===== src/design/rrr_pkg.sv =====
`default_nettype none
package rrr_pkg;
  localparam logic [6:0] RRR_ADDR_TAP_BEFORE = 7'h76;
  localparam logic [6:0] RRR_ADDR_TAP_PEAK = 7'h77;
  localparam logic [6:0] RRR_ADDR_TAP_250 = 7'h78;
  localparam logic [6:0] RRR_ADDR_TAP_500 = 7'h79;
  localparam logic [6:0] RRR_ADDR_TAP_750 = 7'h7a;
  localparam logic [6:0] RRR_ADDR_TAP_1000 = 7'h7b;
  localparam logic [6:0] RRR_ADDR_FREQ_OFFSET = 7'h7c;
  localparam logic [6:0] RRR_ADDR_FLIGHT_B0 = 7'h7d;
  localparam logic [6:0] RRR_ADDR_FLIGHT_B1 = 7'h7e;
  localparam logic [6:0] RRR_ADDR_FLIGHT_B2 = 7'h7f;
  localparam int RRR_TAP_COUNT = 6;
  localparam logic [7:0] RRR_RESET_BYTE = 8'h00;
  localparam logic [23:0] RRR_RESET_FLIGHT = 24'h000000;
  localparam int RRR_CLK_HZ = 100000000;
  localparam int RRR_TIMER_HZ = 16000000;
  localparam int RRR_TAP_SPACING_NS = 250;
  // 16 MHz tick by phase accumulator: add TIMER_HZ/gcd, wrap at CLK_HZ/gcd
  localparam logic [7:0] RRR_PHASE_STEP = 8'(RRR_TIMER_HZ / 4000000);
  localparam logic [7:0] RRR_PHASE_WRAP = 8'(RRR_CLK_HZ / 4000000);
  typedef enum logic [2:0]
  {
    RRR_IDLE = 3'b001,
    RRR_HEADER = 3'b010,
    RRR_FRAME = 3'b100
  } rrr_state_t;
endpackage
`default_nettype wire


===== src/design/rrr_regs.sv =====
`default_nettype none
module rrr_regs
  import rrr_pkg::*;
(
  input wire logic clk,
  input wire logic srst,
  input wire logic ranging_mode_enable,
  input wire logic sync_peak,
  input wire logic [7:0] corr_mag_before_peak,
  input wire logic [7:0] corr_mag_at_peak,
  input wire logic [7:0] corr_mag_after_250,
  input wire logic [7:0] corr_mag_after_500,
  input wire logic [7:0] corr_mag_after_750,
  input wire logic [7:0] corr_mag_after_1000,
  input wire logic flight_start,
  input wire logic flight_stop,
  input wire logic header_detected,
  input wire logic freq_sample_valid,
  input wire logic [7:0] freq_sample,
  input wire logic frame_end,
  input wire logic rd_en,
  input wire logic [6:0] rd_addr,
  output logic [7:0] rd_data,
  output logic rd_valid,
  output logic [7:0] freq_offset_value,
  output logic [23:0] flight_count
);
  ////////////////////////////////////////////////////////////////////////////
  // Helpers
  function automatic logic [7:0] avg_byte(input logic [15:0] sum, input logic [7:0] n);
    logic signed [15:0] q;
    q = (n == 8'h00) ? 16'sh0000 : $signed(sum) / $signed({8'h00, n});
    if (q > 16'sd127)
      return 8'h7f;
    else if (q < -16'sd128)
      return 8'h80;
    else
      return q[7:0];
  endfunction

  function automatic logic is_tap_addr(input logic [6:0] a);
    return (a >= RRR_ADDR_TAP_BEFORE) && (a <= RRR_ADDR_TAP_1000);
  endfunction

  ////////////////////////////////////////////////////////////////////////////
  // Correlator taps
  logic [7:0] tap_wr [RRR_TAP_COUNT];
  logic [7:0] tap_rd;
  logic [2:0] tap_index;
  logic tap_wr_en;

  always_comb
  begin
    tap_wr[0] = corr_mag_before_peak;
    tap_wr[1] = corr_mag_at_peak;
    tap_wr[2] = corr_mag_after_250;
    tap_wr[3] = corr_mag_after_500;
    tap_wr[4] = corr_mag_after_750;
    tap_wr[5] = corr_mag_after_1000;
    tap_wr_en = sync_peak && ranging_mode_enable;
    tap_index = 3'(rd_addr - RRR_ADDR_TAP_BEFORE);
  end

  rrr_tap_mem u_taps
  (
    .clk(clk),
    .srst(srst),
    .wr_en(tap_wr_en),
    .wr_data(tap_wr),
    .rd_index(tap_index),
    .rd_data(tap_rd)
  );

  ////////////////////////////////////////////////////////////////////////////
  // Time-of-flight counter
  logic [7:0] phase_q, phase_d;
  logic [23:0] run_q, run_d;
  logic running_q, running_d;
  logic [23:0] flight_q, flight_d;
  logic tick;

  always_comb
  begin
    phase_d = phase_q + RRR_PHASE_STEP;
    tick = 1'b0;
    if (phase_d >= RRR_PHASE_WRAP)
    begin
      phase_d = phase_d - RRR_PHASE_WRAP;
      tick = 1'b1;
    end
    run_d = run_q;
    running_d = running_q;
    flight_d = flight_q;
    if (!ranging_mode_enable)
    begin
      running_d = 1'b0;
    end
    else if (flight_start)
    begin
      running_d = 1'b1;
      run_d = RRR_RESET_FLIGHT;
      phase_d = 8'h00;
    end
    else if (running_q && flight_stop)
    begin
      running_d = 1'b0;
      flight_d = run_q;
    end
    else if (running_q && tick)
    begin
      run_d = run_q + 24'h000001;
    end
  end

  always_ff @(posedge clk)
  begin
    if (srst)
    begin
      phase_q <= 8'h00;
      run_q <= RRR_RESET_FLIGHT;
      running_q <= 1'b0;
      flight_q <= RRR_RESET_FLIGHT;
    end
    else
    begin
      phase_q <= phase_d;
      run_q <= run_d;
      running_q <= running_d;
      flight_q <= flight_d;
    end
  end

  ////////////////////////////////////////////////////////////////////////////
  // Frequency offset estimate
  rrr_state_t st_q, st_d;
  logic [15:0] acc_q, acc_d;
  logic [7:0] cnt_q, cnt_d;
  logic [7:0] fo_q, fo_d;

  always_comb
  begin
    st_d = st_q;
    acc_d = acc_q;
    cnt_d = cnt_q;
    fo_d = fo_q;
    case (st_q)
      RRR_IDLE:
      begin
        if (ranging_mode_enable && header_detected)
        begin
          fo_d = freq_sample;
          acc_d = {{8{freq_sample[7]}}, freq_sample};
          cnt_d = 8'h01;
          st_d = RRR_HEADER;
        end
      end
      RRR_HEADER, RRR_FRAME:
      begin
        if (!ranging_mode_enable)
        begin
          st_d = RRR_IDLE;
        end
        else if (frame_end)
        begin
          fo_d = avg_byte(acc_q, cnt_q);
          st_d = RRR_IDLE;
        end
        else if (freq_sample_valid && cnt_q != 8'hff)
        begin
          acc_d = acc_q + {{8{freq_sample[7]}}, freq_sample};
          cnt_d = cnt_q + 8'h01;
          st_d = RRR_FRAME;
        end
      end
      default:
      begin
        st_d = RRR_IDLE;
      end
    endcase
  end

  always_ff @(posedge clk)
  begin
    if (srst)
    begin
      st_q <= RRR_IDLE;
      acc_q <= 16'h0000;
      cnt_q <= 8'h00;
      fo_q <= RRR_RESET_BYTE;
    end
    else
    begin
      st_q <= st_d;
      acc_q <= acc_d;
      cnt_q <= cnt_d;
      fo_q <= fo_d;
    end
  end

  ////////////////////////////////////////////////////////////////////////////
  // Read port
  logic [7:0] rdat_q, rdat_d;
  logic rval_q, rval_d;
  logic tap_sel_q, tap_sel_d;

  always_comb
  begin
    rval_d = rd_en;
    tap_sel_d = rd_en && ranging_mode_enable && is_tap_addr(rd_addr);
    rdat_d = RRR_RESET_BYTE;
    if (rd_en && ranging_mode_enable)
    begin
      case (rd_addr)
        RRR_ADDR_FREQ_OFFSET: rdat_d = fo_q;
        RRR_ADDR_FLIGHT_B0: rdat_d = flight_q[7:0];
        RRR_ADDR_FLIGHT_B1: rdat_d = flight_q[15:8];
        RRR_ADDR_FLIGHT_B2: rdat_d = flight_q[23:16];
        default: rdat_d = RRR_RESET_BYTE;
      endcase
    end
  end

  always_ff @(posedge clk)
  begin
    if (srst)
    begin
      rdat_q <= RRR_RESET_BYTE;
      rval_q <= 1'b0;
      tap_sel_q <= 1'b0;
    end
    else
    begin
      rdat_q <= rdat_d;
      rval_q <= rval_d;
      tap_sel_q <= tap_sel_d;
    end
  end

  assign rd_data = tap_sel_q ? tap_rd : rdat_q;
  assign rd_valid = rval_q;
  assign freq_offset_value = fo_q;
  assign flight_count = flight_q;
endmodule // rrr_regs
`default_nettype wire


===== src/design/rrr_tap_mem.sv =====
`default_nettype none
module rrr_tap_mem
  import rrr_pkg::*;
(
  input wire logic clk,
  input wire logic srst,
  input wire logic wr_en,
  input wire logic [7:0] wr_data [RRR_TAP_COUNT],
  input wire logic [2:0] rd_index,
  output logic [7:0] rd_data
);
  logic [7:0] mem_q [RRR_TAP_COUNT];
  logic [7:0] mem_d [RRR_TAP_COUNT];
  logic [7:0] rd_q;
  logic [7:0] rd_d;

  always_comb
  begin
    mem_d = mem_q;
    if (wr_en)
    begin
      mem_d = wr_data;
    end
    rd_d = (int'(rd_index) < RRR_TAP_COUNT) ? mem_q[rd_index] : RRR_RESET_BYTE;
  end

  always_ff @(posedge clk)
  begin
    if (srst)
    begin
      for (int i = 0; i < RRR_TAP_COUNT; i++)
      begin
        mem_q[i] <= RRR_RESET_BYTE;
      end
      rd_q <= RRR_RESET_BYTE;
    end
    else
    begin
      mem_q <= mem_d;
      rd_q <= rd_d;
    end
  end

  assign rd_data = rd_q;
endmodule // rrr_tap_mem
`default_nettype wire


===== config.mk =====
export PLATFORM = sky130hd
export DESIGN_NAME = rrr_regs
export DESIGN_NICKNAME = d
export VERILOG_FILES = /design/src/design/rrr_pkg.sv /design/src/design/rrr_regs.sv /design/src/design/rrr_tap_mem.sv
export SDC_FILE = /design/constraint.sdc
export NUM_CORES = 1
export LEC_CHECK = 0
export BUFFER_PORTS_ARGS = -buffer_cell sky130_fd_sc_hd__buf_2
export CAP_MARGIN = 20
export CORE_MARGIN = 2
export CORE_UTILIZATION = 67
export CTS_BUF_LIST = sky130_fd_sc_hd__clkbuf_8 sky130_fd_sc_hd__clkbuf_16
export CTS_CLUSTER_SIZE = 20
export DETAILED_ROUTE_END_ITERATION = 16
export GPL_TIMING_DRIVEN = 0
export HOLD_SLACK_MARGIN = 0.08
export PLACE_DENSITY = 0.88
export SLEW_MARGIN = 20
export SYNTH_ARGS = -nofsm -noshare
export SYNTH_HDL_FRONTEND = slang
export SYNTH_SLANG_ARGS = --single-unit

===== constraint.sdc =====
create_clock -name clk -period 73.7 [get_ports clk]
set_input_delay 14.74 -clock clk [delete_from_list [all_inputs] [get_ports clk]]
set_output_delay 14.74 -clock clk [all_outputs]
set_load 0.005 [all_outputs]

# Word level (Yosys, flattened, before mapping)

Index checks and enable logic that the tools add are counted.

Register bits after elaboration: 158
Bits in latches: 0
RAM bits: 0
ROM bits: 0
Bits of input ports: 73
Output and inout port bits: 41
Word-level logic and storage cells: 109
Memories kept: 0

Add/subtract/negate cells: 6
Multiply operators: 0
Divide/modulo/power cells: 1
Magnitude comparators: 7
Eq/ne operators: 15
Shifts and indexed selects: 0
Multiplexer cells: 36
Bitwise gates (word level): 5
Reductions and logical operators: 21

Operators by type and width:

| cell                  | number |
|---|---|
| $mux 8                | 15 |
| $mux 16               | 5 |
| $mux 24               | 3 |
| $pmux 16 s2           | 1 |
| $pmux 8 s2            | 2 |
| $pmux 8 s4            | 1 |
| $eq 7x7->1 const B    | 4 |
| $add 24x1->24 const B | 1 |
| $bmux 8 s3            | 1 |
| $add 16x16->16        | 1 |
| $div 16x9->16         | 1 |
| $gt 16x8->1 const B   | 1 |
| $lt 16x8->1 const B   | 1 |
| $mux 3                | 4 |
| $ne 2x2->1 const B    | 6 |
| $add 8x1->8 const B   | 1 |
| $add 8x3->8 const B   | 1 |
| $ge 8x5->1 const B    | 1 |
| $logic_and 1x1->1     | 8 |
| $logic_not 8->1       | 1 |
| $ne 8x8->1 const B    | 1 |
| $reduce_or 2->1       | 4 |
| $sub 8x5->8 const B   | 1 |
| $ge 7x7->1 const B    | 1 |
| 17 further kinds      | 25 |

# Longest topological paths before layout

Depth in word-level cells: 8
Gate-level depth with buffers: 176
Mapped depth without buffers: 164

# Modules after synthesis

A second synthesis with hierarchy kept.

Cell total of the unflattened synthesis: 1717
Area, all modules: 13919.6 sq um

By module, submodules not included:

| module      | times used | cells an instance | area each (sq um) |
|---|---|---|---|
| rrr_regs    | 1          | 1515              | 11662.4 |
| rrr_tap_mem | 1          | 202               | 2257.2 |

# Worst setup path after synthesis

No wires, ideal clock.

Path type: flip-flop to flip-flop
From: register acc_q[3]
To: register fo_q[4] (netlist: freq_offset_value[4])
Setup time: 0.074 ns
Data arrival time: 33.635 ns
Required time: 73.626 ns
Setup slack: 39.991 ns
Cell stages (with the launch flop): 168
Path buffers: 15
Period minus slack after synthesis: 33.709 ns
Cells stage by stage: dfxtp_1 -> buf_6 -> or4_4 -> nor4_4 -> and3_1 -> ha_1 -> nor2b_1 -> and4_1 -> a41oi_2 -> inv_1 -> ha_1 -> o21ai_0 -> a21oi_1 -> nand2_1 -> a21oi_1 -> a21oi_1 -> ha_1 -> a21oi_1 -> [... 132 more ...] -> o21ai_0 -> nand2b_1 -> a21oi_1 -> o41ai_1 -> a2111oi_2 -> nand3_1 -> a31oi_1 -> ha_1 -> nand3_1 -> nor3_1 -> nand2_1 -> o31ai_1 -> xnor2_1 -> nor3b_1 -> nand3b_1 -> o31ai_4 -> or3b_1 -> o211ai_2

Longest elaborated chain between the ends: 8
Elaborated cells on any way between the ends: 9
Those cells by class: div: 1; order compare: 2; mux: 6

RTL lines:

| element                  | RTL line        | RTL |
|---|---|---|
| start: declaration       | rrr_regs.sv:136 | `logic [15:0] acc_q, acc_d;` |
| start signal: assignment | rrr_regs.sv:187 | `acc_q <= 16'h0000;` |
| start signal: assignment | rrr_regs.sv:194 | `acc_q <= acc_d;` |
| $div 16x9->16 *          | rrr_regs.sv:32  | `q = (n == 8'h00) ? 16'sh0000 : $signed(sum) / $signed({8'h00, n});` |
| $mux 16 *                | rrr_regs.sv:32  |  |
| $lt 16x8->1              | rrr_regs.sv:35  | `else if (q < -16'sd128)` |
| $mux 8                   | rrr_regs.sv:35  |  |
| $mux 8 *                 | rrr_regs.sv:33  | `if (q > 16'sd127)` |
| $mux 8 *                 | rrr_regs.sv:163 | `else if (frame_end)` |
| $mux 8 *                 | rrr_regs.sv:159 | `if (!ranging_mode_enable)` |
| $pmux 8 s2 *             | rrr_regs.sv:146 | `case (st_q)` |
| end signal: assignment   | rrr_regs.sv:196 | `fo_q <= fo_d;` |
| end: declaration         | rrr_regs.sv:138 | `logic [7:0] fo_q, fo_d;` |

Mark *: on every way between the ends. The rest lies on a longest branch, timed or not. The select of a mux whose other input is x is not followed.
A chain may end at the register's enable or synchronous reset.

# Worst setup path in the final report

From: register acc_q[4]
To: register fo_q[4] (netlist: freq_offset_value[4])

Same word-level chain as after synthesis.

==> flow_metrics.env <==
export IMPL_grtUsageTotal_pct=36.5
export IMPL_synth_simple_gate_area_share_pct=23.9
export IMPL_antenna_left=0
export IMPL_first_pass_iters=9
export IMPL_clk_pin_slew_ps=70
export IMPL_grt_pass1_vias=13800
export IMPL_skew_ps=9.37
export IMPL_h_tree_depth=4
export IMPL_clk_latency_ps=440
export IMPL_synthMuxAreaShare_pct=5.99
export IMPL_cp_required_ps=74070
export IMPL_gr_usage_met1_pct=45.5
export IMPL_whs_ps=457
export IMPL_gp_congestion=0.916
export IMPL_synth_compound_area_share_pct=25.0
export IMPL_drt_wl_total_um=41200
export IMPL_wire_per_inst_um=18.6
export IMPL_finalNetCount=2139
export IMPL_outcome="finished, final reports clean"
export IMPL_io_buffers=111
export IMPL_post_synth_cell_area_avg_sq_um=7.71
export IMPL_holdCritStartpoint="u_taps.mem_q[44]"
export IMPL_drt_iter0_markers=1150
export IMPL_synth_net_count=2009
export IMPL_ys_ff_latch=158
export IMPL_worst_path_max_fanout=10
export IMPL_initial_core_util_pct=68.6
export IMPL_synth_edf_count=0
export IMPL_core_sq_um=20300
export IMPL_n_fill_cell=1536
export IMPL_vias=14600
export IMPL_synthAdderAreaFrac_pct=11.9
export IMPL_drv_slew=0
export IMPL_synth_cell_types=105
export IMPL_startpoint="acc_q[4]"
export IMPL_cts_path_max_buffers=2
export IMPL_die_w_um=148
export IMPL_reg2reg_depth=167
export IMPL_startpoint_type="register"
export IMPL_root_buffer="clkbuf_16"
export IMPL_yosys_warnings=0
export IMPL_use_met3_pct=6.07
export IMPL_seqCellArea_sq_um=3160
export IMPL_synth_area_leaders="dfxtp_1 (23%), ha_1 (12%), nand2_1 (7.8%), a21oi_1 (6.3%), xnor2_1 (4.2%)"
export IMPL_avgViaCountPerCell=6.59
export IMPL_setup_tns_ps=0
export IMPL_fmax_mhz=24.5
export IMPL_cts_sinks=158
export IMPL_drive_gt1_share_pct=13.1
export IMPL_grt_pass1_wl_um=66100
export IMPL_rows=52
export IMPL_area_growth_pct=10.8
export IMPL_cts_hold_buf=0
export IMPL_gr_max_usage_layer="met2"
export IMPL_netlist_area_sq_um=13900
export IMPL_synth_xor_area_share_pct=6.67
export IMPL_crit_type="reg -> reg"
export IMPL_synthFlopType="dfxtp_1"
export IMPL_yosysSeqAreaShare_pct=22.7
export IMPL_finalCritPeriodShare_pct=55.4
export IMPL_dieArea_sq_um=22000
export IMPL_drc_errors=0
export IMPL_maxSlewHeadroom_pct=25.6
export IMPL_post_cts_setup_buffers=0
export IMPL_cts_tree="done"
export IMPL_period_needed_ps=40820
export IMPL_hpwl_um=30900
export IMPL_critPathMostFrequentCell="o21a_1"
export IMPL_holdPathStages=2
export IMPL_cts_repair_resized=0
export IMPL_reg2reg_from="acc_q[4]"
export IMPL_cap_violations=0
export IMPL_syn_inst=1806
export IMPL_met2_usage_pct=61.7
export IMPL_min_path_type="reg -> reg"
export IMPL_synth_async_reset_ratio_pct=0
export IMPL_setup_violations=0
export IMPL_grt_max_degree=18
export IMPL_worstPathArrival_ps=41190
export IMPL_diodes=0
export IMPL_cts_buffers=17
export IMPL_ios=114
export IMPL_final_hold_violation_count=0
export IMPL_synth_top_cell_by_area="dfxtp_1"
export IMPL_cp_slowest_cell="nor3_1"
export IMPL_mostFrequentLayoutCells="nand2_1 (289), a21oi_1 (174), dfxtp_1 (158), nor2_1 (146), ha_1 (129)"
export IMPL_grt_overflow_total=0
export IMPL_rsz0062_at_grt="false"
export IMPL_slowest_delay_ps=800
export IMPL_multi_input_area_sq_um=10200
export IMPL_synth_top_family_by_area="compound AO/OA/AOI/OAI gates"
export IMPL_worstMarginPinSlew_ps=1100
export IMPL_final_common_cell="nand2_1"
export IMPL_synthDominantCellAreaShare_pct=22.7
export IMPL_die_h_um=148
export IMPL_cp_end_kind="register"
export IMPL_antenna_found_initial=0
-- layer usage --
| metal | part of all wire (%) | up-vias |
|---|---|---|
| li1 | - | 6859 |
| met1 | 39 | 6855 |
| met2 | 47 | 763 |
| met3 | 8.9 | 145 |
| met4 | 4.4 | 0 |
| met5 | 0 | - |
-- per-stage QoR --
| stage | cell area (sq um) | worst slack [ps] | std cells | utilization [%] |
|---|---|---|---|---|
| after floorplan | 13900 | 39990 | 1806 | - |
| after global placement | 14800 | 34810 | 2187 | 73.0 |
| after detailed placement | 14800 | 34000 | 2187 | 73.0 |
| after CTS | 15400 | 33850 | 2218 | 76.0 |
| after global routing | 15400 | 29910 | 2218 | 76.0 |
| final | 15400 | 32880 | 2218 | 76.0 |
-- cell type report --
cell class                      instances  area share [%]
Buffer                                 79            2.09
Multi-Input combinational cell       1515            66.4
Timing Repair Buffer                  111            3.60
Tap cell                              270            2.19
Inverter                               54            1.31
Clock buffer                           17            2.76
Sequential cell                       158            20.5
Clock inverter                         14            1.16
-- flip-flops by register name (all words and copies together) (netlist names) --
name / cells
st_q: 3
tap_sel_q: 1
running_q: 1
acc_q: 16
phase_q: 8
u_taps.rd_data: 8
cnt_q: 8
run_q: 24
rdat_q: 8
u_taps.mem_q: 48
rd_valid: 1
freq_offset_value: 8
flight_count: 24
-- worst paths after layout --
path                                              to  slack [ps]
worst min-delay path                u_taps.mem_q[44]         460
worst max-delay path            freq_offset_value[4]       32880
worst max register to register  freq_offset_value[4]       32880
worst min register to register      u_taps.mem_q[44]         460
-- kinds of logic after synthesis --
group	Yosys count
and+or+nand+nor	696
AOI/OAI and AO/OA	514
DFF	158
buffers and inverters	133
adders and majority gates	132
xor gates and xnor gates	106
muxes	67
-- critical path: cells and delay by family, from the launching register on --
kind | cells | cell delay (ps)
flops | 1 | 310
compound gates | 81 | 18830
simple gates | 48 | 11070
xor+xnor | 1 | 110
buf+inv | 18 | 4550
mux | 2 | 810
fa+ha+maj | 17 | 4950
-- Yosys cell counts (13+ instances only) --
cell type and n:
mux2_2 37, nand3_1 33, ha_1 129, a22oi_1 22
o21a_1 43, nand2b_1 22, clkbuf_1 61, o211ai_1 19
nor2_1 146, o21bai_1 13, mux2i_1 20, and3_1 16
xnor2_1 66, a211oi_1 17, nor3_1 56, or3_1 21
o21ai_0 62, o31ai_1 29, nor2b_1 15, inv_1 53
a311oi_1 14, xor2_1 40, or2_2 15, nand4_1 18
dfxtp_1 158, nand2_1 289, a21oi_1 174
Power is not shown: default switching activity piles up to over one toggle a cycle in this logic, so the estimate is an artifact.
